`src/logic/rca_pkg.sv`:
```
// Summary of operation
// RULE1 - word 0x054 copies interrupt control register one into accumulator, one cycle, no skip
// RULE2 - word 0x055 copies interrupt control register two into accumulator, one cycle, no skip
// RULE3 - word 0x24A copies timer control register one into accumulator, one cycle, no skip
// RULE4 - word 0x24C copies timer control register two into accumulator, one cycle, no skip
// RULE5 - timer reads take data from the timer unit and report as timer operations
// RULE6 - reads change nothing but the accumulator; sources see no access side effect
package rca_pkg;

  localparam int RCA_INSTR_W = 10;
  localparam int RCA_DATA_W = 4;

  localparam logic [RCA_INSTR_W-1:0] RCA_OP_READ_INT_CTRL_ONE = 10'h054;
  localparam logic [RCA_INSTR_W-1:0] RCA_OP_READ_INT_CTRL_TWO = 10'h055;
  localparam logic [RCA_INSTR_W-1:0] RCA_OP_READ_TIMER_CTRL_ONE = 10'h24A;
  localparam logic [RCA_INSTR_W-1:0] RCA_OP_READ_TIMER_CTRL_TWO = 10'h24C;

  localparam logic [RCA_DATA_W-1:0] RCA_ACC_RESET = 4'h0;
  localparam logic RCA_CARRY_RESET = 1'b0;
  localparam logic RCA_DONE_RESET = 1'b0;

  // one-hot selection of the read instruction being executed
  typedef enum logic [3:0] {
    RCA_SEL_NONE = 4'b0000,
    RCA_SEL_INT_ONE = 4'b0001,
    RCA_SEL_INT_TWO = 4'b0010,
    RCA_SEL_TMR_ONE = 4'b0100,
    RCA_SEL_TMR_TWO = 4'b1000
  } rca_sel_type;

  // grouping reported for a retired instruction
  typedef enum logic [1:0] {
    RCA_GRP_NONE = 2'b00,
    RCA_GRP_INTERRUPT = 2'b01,
    RCA_GRP_TIMER = 2'b10
  } rca_group_type;

  // peripheral control registers offered to the core
  typedef struct packed {
    logic [RCA_DATA_W-1:0] int_ctrl_reg_one;
    logic [RCA_DATA_W-1:0] int_ctrl_reg_two;
    logic [RCA_DATA_W-1:0] timer_ctrl_reg_one;
    logic [RCA_DATA_W-1:0] timer_ctrl_reg_two;
  } rca_ctrl_regs_type;

  // write request from the rest of the core's instruction set
  typedef struct packed {
    logic acc_wr;
    logic [RCA_DATA_W-1:0] acc_wdata;
    logic carry_wr;
    logic carry_wdata;
  } rca_core_wr_type;

endpackage : rca_pkg

```
`src/logic/rca_read_ctrl.sv`:
```
`timescale 1ns/1ps
`default_nettype none

module rca_read_ctrl
  import rca_pkg::*;
(
  // clock and reset
  input wire logic core_clk_i,
  input wire logic resetn_i,
  // instruction from fetch
  input wire logic instr_valid_i,
  input wire logic [RCA_INSTR_W-1:0] instr_i,
  // peripheral control registers
  input wire rca_ctrl_regs_type ctrl_regs_i,
  // other instructions writing accumulator and carry
  input wire rca_core_wr_type core_wr_i,
  // core state
  output logic [RCA_DATA_W-1:0] acc_o,
  output logic carry_flag_o,
  // retire information
  output logic exec_done_o,
  output logic skip_o,
  output rca_group_type group_o
);

  ////////////////////////////////////////////////////////////////////////////
  // decode

  function automatic rca_sel_type decode_read(input logic valid, input logic [RCA_INSTR_W-1:0] word);
    rca_sel_type sel;
    sel = RCA_SEL_NONE;
    if (valid) begin
      case (word)
        RCA_OP_READ_INT_CTRL_ONE: sel = RCA_SEL_INT_ONE;
        RCA_OP_READ_INT_CTRL_TWO: sel = RCA_SEL_INT_TWO;
        RCA_OP_READ_TIMER_CTRL_ONE: sel = RCA_SEL_TMR_ONE;
        RCA_OP_READ_TIMER_CTRL_TWO: sel = RCA_SEL_TMR_TWO;
        default: sel = RCA_SEL_NONE;
      endcase
    end
    return sel;
  endfunction : decode_read

  rca_sel_type sel_next;
  logic [RCA_DATA_W-1:0] read_data_next;
  rca_group_type group_next;

  assign sel_next = decode_read(instr_valid_i, instr_i);

  // sources are only observed, never strobed, so a read has no side effect
  always_comb begin
    read_data_next = RCA_ACC_RESET;
    group_next = RCA_GRP_NONE;
    case (sel_next)
      RCA_SEL_INT_ONE: begin
        read_data_next = ctrl_regs_i.int_ctrl_reg_one; // RULE1
        group_next = RCA_GRP_INTERRUPT;
      end
      RCA_SEL_INT_TWO: begin
        read_data_next = ctrl_regs_i.int_ctrl_reg_two; // RULE2
        group_next = RCA_GRP_INTERRUPT;
      end
      RCA_SEL_TMR_ONE: begin
        read_data_next = ctrl_regs_i.timer_ctrl_reg_one; // RULE3
        group_next = RCA_GRP_TIMER; // RULE5
      end
      RCA_SEL_TMR_TWO: begin
        read_data_next = ctrl_regs_i.timer_ctrl_reg_two; // RULE4
        group_next = RCA_GRP_TIMER; // RULE5
      end
      default: begin
        read_data_next = RCA_ACC_RESET;
        group_next = RCA_GRP_NONE;
      end
    endcase
  end

  ////////////////////////////////////////////////////////////////////////////
  // accumulator

  logic [RCA_DATA_W-1:0] acc_reg;

  // one instruction per cycle, so a decoded read outranks a stray foreign write
  always_ff @(posedge core_clk_i) begin
    if (!resetn_i) begin
      acc_reg <= RCA_ACC_RESET;
    end else if (sel_next != RCA_SEL_NONE) begin
      acc_reg <= read_data_next; // RULE6
    end else if (core_wr_i.acc_wr) begin
      acc_reg <= core_wr_i.acc_wdata;
    end
  end

  ////////////////////////////////////////////////////////////////////////////
  // carry flag

  logic carry_flag_reg;

  always_ff @(posedge core_clk_i) begin
    if (!resetn_i) begin
      carry_flag_reg <= RCA_CARRY_RESET;
    end else if (sel_next == RCA_SEL_NONE && core_wr_i.carry_wr) begin
      carry_flag_reg <= core_wr_i.carry_wdata; // RULE1 RULE2 RULE3 RULE4
    end
  end

  ////////////////////////////////////////////////////////////////////////////
  // retire

  logic exec_done_reg;
  rca_group_type group_reg;

  always_ff @(posedge core_clk_i) begin
    if (!resetn_i) begin
      exec_done_reg <= RCA_DONE_RESET;
      group_reg <= RCA_GRP_NONE;
    end else begin
      exec_done_reg <= (sel_next != RCA_SEL_NONE);
      group_reg <= group_next;
    end
  end

  assign acc_o = acc_reg;
  assign carry_flag_o = carry_flag_reg;
  assign exec_done_o = exec_done_reg;
  assign group_o = group_reg;
  // none of these reads ever skips the next word
  assign skip_o = 1'b0; // RULE1 RULE2 RULE3 RULE4

  ////////////////////////////////////////////////////////////////////////////
  // assertions

  property p_int_one;
    @(posedge core_clk_i) disable iff (!resetn_i)
    (instr_valid_i && instr_i == RCA_OP_READ_INT_CTRL_ONE)
      |=> (acc_o == $past(ctrl_regs_i.int_ctrl_reg_one)) && exec_done_o && group_o == RCA_GRP_INTERRUPT;
  endproperty
  a_int_one: assert property (p_int_one) else $error("int ctrl one read wrong"); // RULE1

  property p_int_two;
    @(posedge core_clk_i) disable iff (!resetn_i)
    (instr_valid_i && instr_i == RCA_OP_READ_INT_CTRL_TWO)
      |=> (acc_o == $past(ctrl_regs_i.int_ctrl_reg_two)) && exec_done_o && group_o == RCA_GRP_INTERRUPT;
  endproperty
  a_int_two: assert property (p_int_two) else $error("int ctrl two read wrong"); // RULE2

  property p_tmr_one;
    @(posedge core_clk_i) disable iff (!resetn_i)
    (instr_valid_i && instr_i == RCA_OP_READ_TIMER_CTRL_ONE)
      |=> (acc_o == $past(ctrl_regs_i.timer_ctrl_reg_one)) && exec_done_o;
  endproperty
  a_tmr_one: assert property (p_tmr_one) else $error("timer ctrl one read wrong"); // RULE3

  property p_tmr_two;
    @(posedge core_clk_i) disable iff (!resetn_i)
    (instr_valid_i && instr_i == RCA_OP_READ_TIMER_CTRL_TWO)
      |=> (acc_o == $past(ctrl_regs_i.timer_ctrl_reg_two)) && exec_done_o;
  endproperty
  a_tmr_two: assert property (p_tmr_two) else $error("timer ctrl two read wrong"); // RULE4

  property p_timer_group;
    @(posedge core_clk_i) disable iff (!resetn_i)
    (instr_valid_i && (instr_i == RCA_OP_READ_TIMER_CTRL_ONE || instr_i == RCA_OP_READ_TIMER_CTRL_TWO))
      |=> group_o == RCA_GRP_TIMER;
  endproperty
  a_timer_group: assert property (p_timer_group) else $error("timer read not grouped as timer"); // RULE5

  property p_carry_kept;
    @(posedge core_clk_i) disable iff (!resetn_i)
    (decode_read(instr_valid_i, instr_i) != RCA_SEL_NONE) |=> $stable(carry_flag_o);
  endproperty
  a_carry_kept: assert property (p_carry_kept) else $error("carry changed by read"); // RULE1

  property p_no_skip;
    @(posedge core_clk_i) disable iff (!resetn_i)
    exec_done_o |-> !skip_o;
  endproperty
  a_no_skip: assert property (p_no_skip) else $error("read caused skip"); // RULE2

  property p_acc_only_on_write;
    @(posedge core_clk_i) disable iff (!resetn_i)
    (decode_read(instr_valid_i, instr_i) == RCA_SEL_NONE && !core_wr_i.acc_wr) |=> $stable(acc_o);
  endproperty
  a_acc_only_on_write: assert property (p_acc_only_on_write) else $error("acc changed without write"); // RULE6

  property p_done_one_cycle;
    @(posedge core_clk_i) disable iff (!resetn_i)
    (decode_read(instr_valid_i, instr_i) == RCA_SEL_NONE) |=> !exec_done_o;
  endproperty
  a_done_one_cycle: assert property (p_done_one_cycle) else $error("done without read"); // RULE3

  // a foreign accumulator write must still land when no read competes
  property p_core_acc_write;
    @(posedge core_clk_i) disable iff (!resetn_i)
    (decode_read(instr_valid_i, instr_i) == RCA_SEL_NONE && core_wr_i.acc_wr)
      |=> acc_o == $past(core_wr_i.acc_wdata);
  endproperty
  a_core_acc_write: assert property (p_core_acc_write) else $error("foreign acc write lost"); // RULE6

  property p_carry_write;
    @(posedge core_clk_i) disable iff (!resetn_i)
    (decode_read(instr_valid_i, instr_i) == RCA_SEL_NONE && core_wr_i.carry_wr)
      |=> carry_flag_o == $past(core_wr_i.carry_wdata);
  endproperty
  a_carry_write: assert property (p_carry_write) else $error("foreign carry write lost"); // RULE6

  // the group is reported only together with a retired read
  property p_done_has_group;
    @(posedge core_clk_i) disable iff (!resetn_i)
    exec_done_o == (group_o != RCA_GRP_NONE);
  endproperty
  a_done_has_group: assert property (p_done_has_group) else $error("group without retired read"); // RULE5

  c_int_read: cover property (@(posedge core_clk_i) disable iff (!resetn_i)
    exec_done_o && group_o == RCA_GRP_INTERRUPT);
  c_timer_read: cover property (@(posedge core_clk_i) disable iff (!resetn_i)
    exec_done_o && group_o == RCA_GRP_TIMER);
  c_back_to_back: cover property (@(posedge core_clk_i) disable iff (!resetn_i)
    exec_done_o ##1 exec_done_o);
  c_read_over_write: cover property (@(posedge core_clk_i) disable iff (!resetn_i)
    decode_read(instr_valid_i, instr_i) != RCA_SEL_NONE && core_wr_i.acc_wr);

endmodule : rca_read_ctrl

`default_nettype wire
```
`config.mk`:
```
export PLATFORM = sky130hd
export DESIGN_NAME = rca_read_ctrl
export DESIGN_NICKNAME = d
export VERILOG_FILES = /design/src/logic/rca_pkg.sv /design/src/logic/rca_read_ctrl.sv
export SDC_FILE = /design/constraint.sdc
export NUM_CORES = 1
export LEC_CHECK = 0
export BUFFER_PORTS_ARGS = -buffer_cell sky130_fd_sc_hd__buf_2
export CAP_MARGIN = 25
export CORE_MARGIN = 2
export CORE_UTILIZATION = 34
export DETAILED_ROUTE_END_ITERATION = 7
export HOLD_SLACK_MARGIN = 0.05
export PLACE_DENSITY = 0.74
export SLEW_MARGIN = 20
export SYNTH_ARGS = -nofsm -noshare
export SYNTH_HDL_FRONTEND = slang
export SYNTH_SLANG_ARGS = --single-unit
```
`constraint.sdc`:
```
create_clock -name core_clk_i -period 1.16 [get_ports core_clk_i]
set_input_delay 0.058 -clock core_clk_i [delete_from_list [all_inputs] [get_ports core_clk_i]]
set_output_delay 0.058 -clock core_clk_i [all_outputs]
set_load 0.02 [all_outputs]
```
==> results of run 1 <==
final cells by class:
| class | count | area share (%) |
|---|---|---|
| sequential | 8 | 19.2 |
| clock buffer | 3 | 2.71 |
| multi-input combinational | 50 | 45.0 |
| tap | 16 | 2.41 |
| timing repair buffer | 48 | 30.7 |
cell families (layout without fill, tap and decap cells):
family,count (synthesis),count (layout)
AND/OR/NAND/NOR,21,21
AO/OA/AOI/OAI,18,18
multiplexers,9,9
flip-flops,8,8
buffers and inverters,3,51
other,1,1
XOR/XNOR,1,1
per-layer routing:
metal / routed length, um / global-route usage [%]
met4: 0 / 1.82
met3: 117 / 6.94
met1: 689 / 20.7
met5: 0 / 0
met2: 734 / 28.4
final timing paths:
kind,from,end
setup / recovery,instr_i[3],acc_o[0]
hold / removal,resetn_i,acc_o[3]
setup reg to reg,acc_o[1],acc_o[1]
hold reg to reg,carry_flag_o,carry_flag_o
per-stage QoR:
step                      hold WS [ns]  std cells  utilization [%]  cell area, sq um  total power [mW]
after detailed placement         0.323        121             52.5               800             0.483
after CTS                       0.0612        124             53.9               822             0.690
after global placement           0.308        121             52.5               800             0.477
final                            0.116        125             54.6               832             0.688
after global routing             0.103        125             54.6               832             0.733
after floorplan                  0.189         61                -               558             0.393
state kept, by name, summed over array words and instances, names as in the netlist:
name / count
acc_o: 4
group_o: 2
carry_flag_o: 1
exec_done_o: 1
report_power, final:
group          leakage [nW]  switching [mW]  internal (mW)
clock                0.0138          0.0892          0.118
sequential           0.0654         0.00474          0.286
combinational         0.320          0.0874          0.103
total                 0.399           0.181          0.507
critical path, delay by kind of cell:
family / cells / cell delay, ns
buf+inv: 1 / 0.12
compound gates: 2 / 0.64
simple gates: 1 / 0.24
layout by cell type, fill, tap and decap left out, drive strengths merged, types with 2 or more instances in the layout:
master,n
buf,47
dfxtp,8
mux2i,7
o21ai,7
nand3b,4
nor2,3
nand2,3
nor3,3
clkbuf,3
nor2b,2
a21oi,2
mux2,2
a21boi,2
a22oi,2
o22ai,2
o311a,2
nand4bb,2
==> results.tsv, run 1 <==
metric	value	unit
postcts setup bufs	0	
CP Class	in2reg	
simple-gate share of the synthesized area	25.8	%
number of synthesized flops with an enable pin	0	
FFs w/ async S/R, synth	0	%
fraction of layout cells with a size suffix above 1	50.5	%
Final Hold Vio Count	0	
data required time of the worst path	1.29	ns
largest net degree at the start of global routing	12	
vias in the first global route	600	
top cell type's share of synthesized area	28.7	%
Static Leak	0.399	nW
Mapped Cells	61	
Seq/Total Area, Yosys	28.7	%
clk_skew	0	ns
hold path cells	2	
Die H	44.5	um
Routed Antenna Nets	0	
CTS tree	yes	
num ports	45	
initial antenna violation count	0	
worst min path class	in2reg	
CP cell instances	buf_2 > nand4bb_1 > o22a_4 > o311a_1	
DRT iter0 DRCs	17	
register area	160	sq um
CTS max path bufs	2	
Max Freq	1080	MHz
residual DRC count	0	
top fanout value on the critical path	8	
Synth Area in Adders	0	%
WP data arrival	1.06	ns
critical path's largest stage delay	0.34	ns
vias	641	
pwr dens	827	mW/mm^2
number of synthesized register bits	8	
DP HPWL	1260	um
CTS hold repair buffers	0	
average wire per standard cell	12.3	um
Vias per Instance	5.13	
unrepaired setup endpoints after global routing	false	
Worst Setup Start Kind	input pin	
CTS H-tree depth	1	
Synth cell types	27	
multiplexer area fraction after synthesis	16.6	%
Die Width	44.5	um
pre-CTS setup slack	-0.00858	ns
Post-CTS Resized	0	
Tot GR Track Use	16.9	%
drt pass-1 iters	4	
final setup violating endpoints	0	
max cap viols	0	
Syn-to-layout area delta	49.1	%
global route total overflow	0	
sum of negative setup slack	0	ns
worst reg-to-reg path cell count	3	
worst IR drop on VDD	0.000458	V
Clock Tree Root	clkbuf_4	
status	complete, no violations	
post-synthesis xor/xnor area fraction	1.57	%
top post-synthesis cells by area	dfxtp_1 29%, mux2i_1 13%, o21ai_0 5.4%	
ys flop type	dfxtp_1	
first-pass GRT wire length	2480	um
final wirelength	1540	um
Mapped Avg Cell Area	9.15	sq um
synth cell count leaders	8 x dfxtp_1, 7 x mux2i_1, 6 x o21ai_0, 4 x nand3b_1	
area of the mapped netlist	558	sq um
number of CTS-inserted buffers	3	
crit share post-route	79.8	%
Core Area	0.00152	sq mm
kind of end point of the critical path	register	
port bufs	43	
Post-Syn Nets	97	
CTS sink cnt	8	
num rows	14	
largest family of logic cells by synthesized area	simple AND/OR/NAND/NOR gates	
Layout fillers	145	
slowest CP cell	o311a_1	
area of the multi-input gates	374	sq um
antenna cells	0	
Worst-path clk slew	0.05	ns
Ys Warns	0	
final worst slack	0.234	ns
initial core utilization	36.6	%
Final nets	147	
min Tclk post-route	0.926	ns
clk_lat worst skew	0.24	ns
Final Max Tran Viols	0	
Compound-Gate Fraction of Synth Area	22.4	%
area leader, netlist	dfxtp_1	
FF-to-FF setup slack	0.30	ns
die area	0.00198	sq mm
routability cong.	0.715	
most frequent cell after synthesis	dfxtp_1	
Power figures use the tool's default switching activity.
==> run 2: changes to the inputs <==
--- a/config.mk
+++ b/config.mk
@@ -5,13 +5,14 @@
 export SDC_FILE = /design/constraint.sdc
 export NUM_CORES = 1
 export LEC_CHECK = 0
+export ABC_AREA = 1
 export BUFFER_PORTS_ARGS = -buffer_cell sky130_fd_sc_hd__buf_2
 export CAP_MARGIN = 25
 export CORE_MARGIN = 2
-export CORE_UTILIZATION = 34
+export CORE_UTILIZATION = 42
 export DETAILED_ROUTE_END_ITERATION = 7
 export HOLD_SLACK_MARGIN = 0.05
-export PLACE_DENSITY = 0.74
+export PLACE_DENSITY = 0.78
 export SLEW_MARGIN = 20
 export SYNTH_ARGS = -nofsm -noshare
 export SYNTH_HDL_FRONTEND = slang
==> constraint.sdc (replaced) <==
create_clock -name core_clk_i -period 0.9 [get_ports core_clk_i]
set_input_delay 0.045 -clock core_clk_i [delete_from_list [all_inputs] [get_ports core_clk_i]]
set_output_delay 0.045 -clock core_clk_i [all_outputs]
set_load 0.02 [all_outputs]
==> run 2 against run 1 <==
  * Critical path depth increased by 5
  * Via count is 44% higher
  * Global-route usage increased by 1.6 points
  * Sequential cell count is the same
  * Die area rose by 6.8%
  * Register-to-register slack lost 0.16 ns
  * Clock-buffer cell count is the same
  * Synthesized cell count is 100% higher
  * Cell area increased by 29%
  * Non-clock buffer count increased by 3
  * Clock power increased by 24%
  * Critical endpoint is now acc_o[3]
  * Highest routed layer is now met4
==> results.tsv, run 2 <==
metric	value	unit	change
Final Max Tran Viols	0		unchanged
Seq/Total Area, Yosys	21.6	%	-7.1 points
critical path's largest stage delay	0.26	ns	-0.08 ns
Worst Setup Start Kind	input pin		
commonest non-fill, non-tap cell in the layout	buf_2		
Clock Tree Root	clkbuf_4		
CTS tree	yes		
number of CTS-inserted buffers	3		unchanged
placed inst area	0.00101	sq mm	+27%
Worst-path clk slew	0.05	ns	about the same
number of synthesized flops with an enable pin	0		unchanged
most frequent cells in the layout	43 x buf_2, 33 x nand2_1, 20 x nand3_1		
Design Power	0.906	mW	+32%
crit share post-route	91.3	%	
FFs w/ async S/R, synth	0	%	unchanged
Final nets	211		+44%
status	complete, no violations		
top post-synthesis cells by area	dfxtp_1 22%, nand2_1 17%, nand3_1 14%		
residual DRC count	0		unchanged
Mapped Avg Cell Area	6.07	sq um	-34%
Layout fillers	152		+4.8%
worst IR drop on VDD	0.000448	V	-2.2%
die area	0.00212	sq mm	+6.8%
area of the mapped netlist	741	sq um	+33%
worst min path class	in2reg		
Tot GR Track Use	18.5	%	+1.6 points
first-pass GRT wire length	2800	um	+13%
WP data arrival	1.01	ns	-0.05 ns
final wirelength	1970	um	+28%
num ports	45		unchanged
average wire per standard cell	10.3	um	-16%
most frequent cell after synthesis	nand2_1		
routability cong.	0.844		+18%
top cell type's share of synthesized area	21.6	%	-7.1 points
FF-to-FF setup slack	0.14	ns	-0.16 ns
max reg flops	4		unchanged
CP cell instances	buf_2 > inv_1 > nand2_2 > nor2b_4 > clkdlybuf4s15_2 > nand3_1 > nand2_1 > nor2_1 > a21oi_2		
Ys Warns	0		unchanged
initial core utilization	43.9	%	+7.2 points
design area	0.00108	sq mm	+29%
unrepaired setup endpoints after global routing	false		
CP Class	in2reg		
num rows	15		+1
drt pass-1 iters	4		unchanged
vias	926		+44%
CTS sink cnt	8		unchanged
min Tclk post-route	0.822	ns	
Die Width	46.0	um	+3.3%
global route total overflow	0		unchanged
Post-Layout Cell Count	190		+52%
largest net degree at the start of global routing	11		-1
vias in the first global route	760		+27%
Routed Antenna Nets	0		unchanged
port bufs	43		unchanged
data required time of the worst path	1.08	ns	-0.21 ns
CTS max path bufs	2		unchanged
CTS H-tree depth	1		unchanged
clk_lat worst skew	0.25	ns	about the same
area of the multi-input gates	534	sq um	+43%
Static Leak	0.596	nW	+49%
Max Freq	1220	MHz	
Syn-to-layout area delta	45.4	%	
Mapped Cells	122		+100%
pwr dens	841	mW/mm^2	+1.7%
top fanout value on the critical path	5		-3
DP HPWL	1610	um	+28%
clk_skew	0	ns	unchanged
antenna cells	0		unchanged
fraction of layout cells with a size suffix above 1	47.4	%	-3.1 points
initial antenna violation count	0		unchanged
Vias per Instance	4.87		-5.0%
sum of negative setup slack	0	ns	unchanged
number of synthesized register bits	8		unchanged
kind of end point of the critical path	register		
final worst slack	0.0779	ns	-0.156 ns
DRT iter0 DRCs	10		-7
Die H	46.0	um	+3.3%
slowest CP cell	clkdlybuf4s15_2		
synth cell count leaders	34 x nand2_1, 20 x nand3_1, 12 x nor2_1, 11 x inv_1, 9 x nor2_2		
final setup violating endpoints	0		unchanged
Synth cell types	22		-19%
pre-CTS setup slack	-0.176	ns	-0.168 ns
Final Hold Vio Count	0		unchanged
max cap viols	0		unchanged
register area	160	sq um	unchanged
area leader, netlist	dfxtp_1		
DP Cell Count	186		+54%
Post-Syn Nets	158		+63%
ys flop type	dfxtp_1		
Core Area	0.00169	sq mm	+11%
run 2: cell types whose count changed in the layout (fill, tap and decap cells not counted), sizes merged, moves of 3 or more:
cell / change
nor2: +19
nor3: -3
inv: +16
nand2: +33
buf: +3
a21oi: +3
nand3b: -4
nand3: +21
mux2i: -3
o21ai: -6
run 2: metrics by stage:
stage	utilization, %	hold slack (ns)
after floorplan	-	0.166
after global placement	60.0	0.334
after detailed placement	60.0	0.348
after CTS	61.3	0.0904
after global routing	63.8	0.0987
final	63.8	0.0897
run 2: final timing paths:
| kind | from | endpoint | depth (start not counted) |
|---|---|---|---|
| setup / recovery | instr_i[7] | acc_o[3] | 9 |
| setup reg to reg | acc_o[3] | acc_o[3] | 4 |
| hold reg to reg | carry_flag_o | carry_flag_o | 4 |
| hold / removal | resetn_i | carry_flag_o | 3 |
run 2: what timing repair did:
action | in CTS | in global routing
buffers inserted | 0 | 0
hold endpoints to repair | 0 | 0
endpoints found under the setup margin | 0 | 4
resized for setup | 0 | 8
hold buffers | 0 | 0
run 2: report_power, final:
| part | switching (mW) | internal [mW] |
|---|---|---|
| Combinational | 0.148 | 0.126 |
| Sequential | 0.00613 | 0.369 |
| Clock | 0.105 | 0.151 |
| Total | 0.259 | 0.647 |
run 2: routing by layer:
metal | routed length, um | up-vias | track usage, %
met4 | 41 | 0 | 10.3
met5 | 0 | - | 0
li1 | - | 487 | -
met3 | 102 | 4 | 2.38
met1 | 797 | 403 | 19.4
met2 | 1030 | 32 | 34.4
run 2: logic make-up (layout without fill, tap and decap cells):
group	Yosys count	count (layout)	share of synthesized area, %
and+or+nand+nor	83	83	53.5
buffers and inverters	19	70	10.3
DFF	8	8	21.6
AOI/OAI and AO/OA	7	7	8.61
muxes	4	4	5.41
other	1	1	0.506
run 2: final cells by class:
cell class	count	area share [%]
multi-input combinational	95	49.6
clock buffer	3	2.09
tap	17	1.97
sequential	8	14.9
inverter	16	5.57
timing repair buffer	51	25.9
run 2: critical path, delay by kind of cell:
kind / cells / cell delay, ns
buf+inv: 3 / 0.42
simple gates: 5 / 0.42
compound gates: 1 / 0.10
==> run 3: changes to the inputs <==
==> constraint.sdc (replaced) <==
create_clock -name core_clk_i -period 0.9 [get_ports core_clk_i]
set_input_delay 0.18 -clock core_clk_i [delete_from_list [all_inputs] [get_ports core_clk_i]]
set_output_delay 0.18 -clock core_clk_i [all_outputs]
set_load 0.02 [all_outputs]
==> run 3 against run 2 <==
  * The flow now finishes with violations (negative setup slack)
  * Sequential share of layout area is 1.7 points lower
  * Global-route usage is 3.2 points higher
  * Fmax is 13% lower
  * Via count is 2.5% higher
  * Critical path type unchanged
  * Critical endpoint unchanged
==> results.tsv, run 3 (synthesis gave the netlist of run 2 again) <==
metric	value	unit	change
top fanout value on the critical path	5		unchanged
residual DRC count	0		unchanged
sum of negative setup slack	-0.179	ns	-0.179 ns
Hold Crit Start	resetn_i		
CTS max path bufs	2		unchanged
hold path cells	3		unchanged
Max Freq	1060	MHz	-13%
unrepaired setup endpoints after global routing	true		
CP Launch Point	instr_valid_i		
Post-Layout Cell Count	190		unchanged
R2R Path End	acc_o[3]		
kind of end point of the critical path	register		
Final Hold Vio Count	0		unchanged
initial antenna violation count	0		unchanged
final setup violating endpoints	4		+4
slowest CP cell	nor2_4		
combinational share of power	36.0	%	+5.7 points
fraction of layout cells with a size suffix above 1	56.6	%	+9.2 points
DP HPWL	1700	um	+5.0%
DRT iter0 DRCs	10		unchanged
CP Class	in2reg		
Syn-to-layout area delta	69.1	%	
CTS sink cnt	8		unchanged
worst min path class	in2reg		
CTS H-tree depth	1		unchanged
Routed Antenna Nets	0		unchanged
register area	165	sq um	+3.1%
Core Area	0.00169	sq mm	unchanged
most frequent cells in the layout	28 x nand2_1, 28 x buf_2, 17 x nand3_1		
die area	0.00212	sq mm	unchanged
Die H	46.0	um	unchanged
antenna cells	0		unchanged
status	complete, but fails checks		
placed inst area	0.00104	sq mm	+3.0%
routability cong.	0.893		+5.8%
pwr dens	797	mW/mm^2	-5.3%
final wirelength	2440	um	+24%
Reg power frac	38.2	%	-3.2 points
worst r2r src	acc_o[3]		
crit-path most repeated cell	nand2_1		
first-pass GRT wire length	3390	um	+21%
Clock Tree Root	clkbuf_4		
min Tclk post-route	0.948	ns	+0.125 ns
final hold slack	0.227	ns	+0.137 ns
port bufs	43		unchanged
Tot GR Track Use	21.6	%	+3.2 points
max cap viols	0		unchanged
Switch Pwr	0.305	mW	+18%
Clock power frac	25.8	%	-2.5 points
number of CTS-inserted buffers	3		unchanged
WP data arrival	1.08	ns	+0.07 ns
Die Width	46.0	um	unchanged
clk_lat worst skew	0.24	ns	about the same
vias in the first global route	891		+17%
drt pass-1 iters	4		unchanged
num ports	45		unchanged
Vias per Instance	4.99		+2.5%
hold path endpoint	group_o[1]		
max reg flops	4		unchanged
area of the multi-input gates	626	sq um	+17%
CP cell instances	buf_6 > inv_12 > nor2_2 > nand2_2 > nor2_4 > nand2_1 > nand2_1 > inv_2 > nand2_4 > a21oi_2		
critical path's largest stage delay	0.18	ns	-0.08 ns
worst IR drop on VDD	0.000604	V	+35%
data required time of the worst path	1.03	ns	-0.05 ns
num rows	15		unchanged
Final Max Tran Viols	0		unchanged
Pint	0.693	mW	+7.0%
CTS tree	yes		
design area	0.00125	sq mm	+16%
average wire per standard cell	12.8	um	+24%
Layout fillers	132		-13%
Util after Layout	74.1	%	+10 points
DP Cell Count	184		-1.1%
vias	949		+2.5%
global route total overflow	0		unchanged
final worst slack	-0.0475	ns	-0.125 ns
Static Leak	0.638	nW	+7.1%
Worst-path clk slew	0.05	ns	about the same
FF-to-FF setup slack	0.07	ns	-0.07 ns
Sw Ratio	30.6	%	+2.0 points
Final nets	211		unchanged
worst reg-to-reg path cell count	4		unchanged
initial core utilization	43.9	%	unchanged
largest net degree at the start of global routing	11		unchanged
Worst Setup Start Kind	input pin		
crit share post-route	105	%	+14 points
failing checks	negative setup slack		
clk_skew	0	ns	unchanged
run 3: cell count changes in the layout (fill, tap and decap cells not counted), sizes merged:
cell	before	now
clkdlybuf4s15	1	0
nor2	22	23
run 3: worst max path at each step:
stage / endpoint / slack, ns / depth (start not counted)
finish: acc_o[3] / -0.05 / 10
global route: acc_o[2] / -0.1 / 9
CTS: acc_o[3] / -0.002 / 9
detailed placement: acc_o[3] / -0.32 / 10
global placement: acc_o[3] / -0.29 / 10
floorplan: acc_o[0] / -0.03 / 9
run 3: power by group through the flow:
stage	logic, mW	registers (mW)	clock network (mW)
floorplan	0.123	0.400	0
global placement	0.273	0.382	0
detailed placement	0.282	0.383	0
CTS	0.312	0.379	0.262
global route	0.387	0.382	0.275
finish	0.359	0.381	0.257
run 3: layout make-up:
cell class | instances | share of cell area [%]
clock buffers | 3 | 1.80
well taps | 17 | 1.70
repair buffers | 50 | 27.4
flip-flops and latches | 8 | 13.2
inverters | 16 | 5.99
multi-input cells | 96 | 50.0
run 3: layer usage:
metal	up-vias	wire, um	track usage [%]
met4	0	52	5.71
met2	37	1400	41.1
met5	-	0	0
met1	418	872	24.5
met3	4	118	3.17
li1	490	-	-
run 3: what timing repair did:
item,CTS,global route
gates cloned,0,2
resized for setup,22,31
hold buffers,0,0
hold endpoints to repair,0,0
endpoints found under the setup margin,9,11
pin swaps,5,14
setup buffers,1,0
run 3: critical path: cells and delay by family:
kind | cells | cell delay (ns)
buffers and inverters | 3 | 0.20
AOI/OAI and AO/OA | 1 | 0.06
and+or+nand+nor | 6 | 0.63
run 3: through the flow:
stage	power, mW	setup slack [ns]
5_1_grt	1.04	-0.0967
3_5_place_dp	0.665	-0.324
3_3_place_gp	0.655	-0.287
2_1_floorplan	0.523	-0.0299
6_report	0.998	-0.0475
4_1_cts	0.953	-0.00156
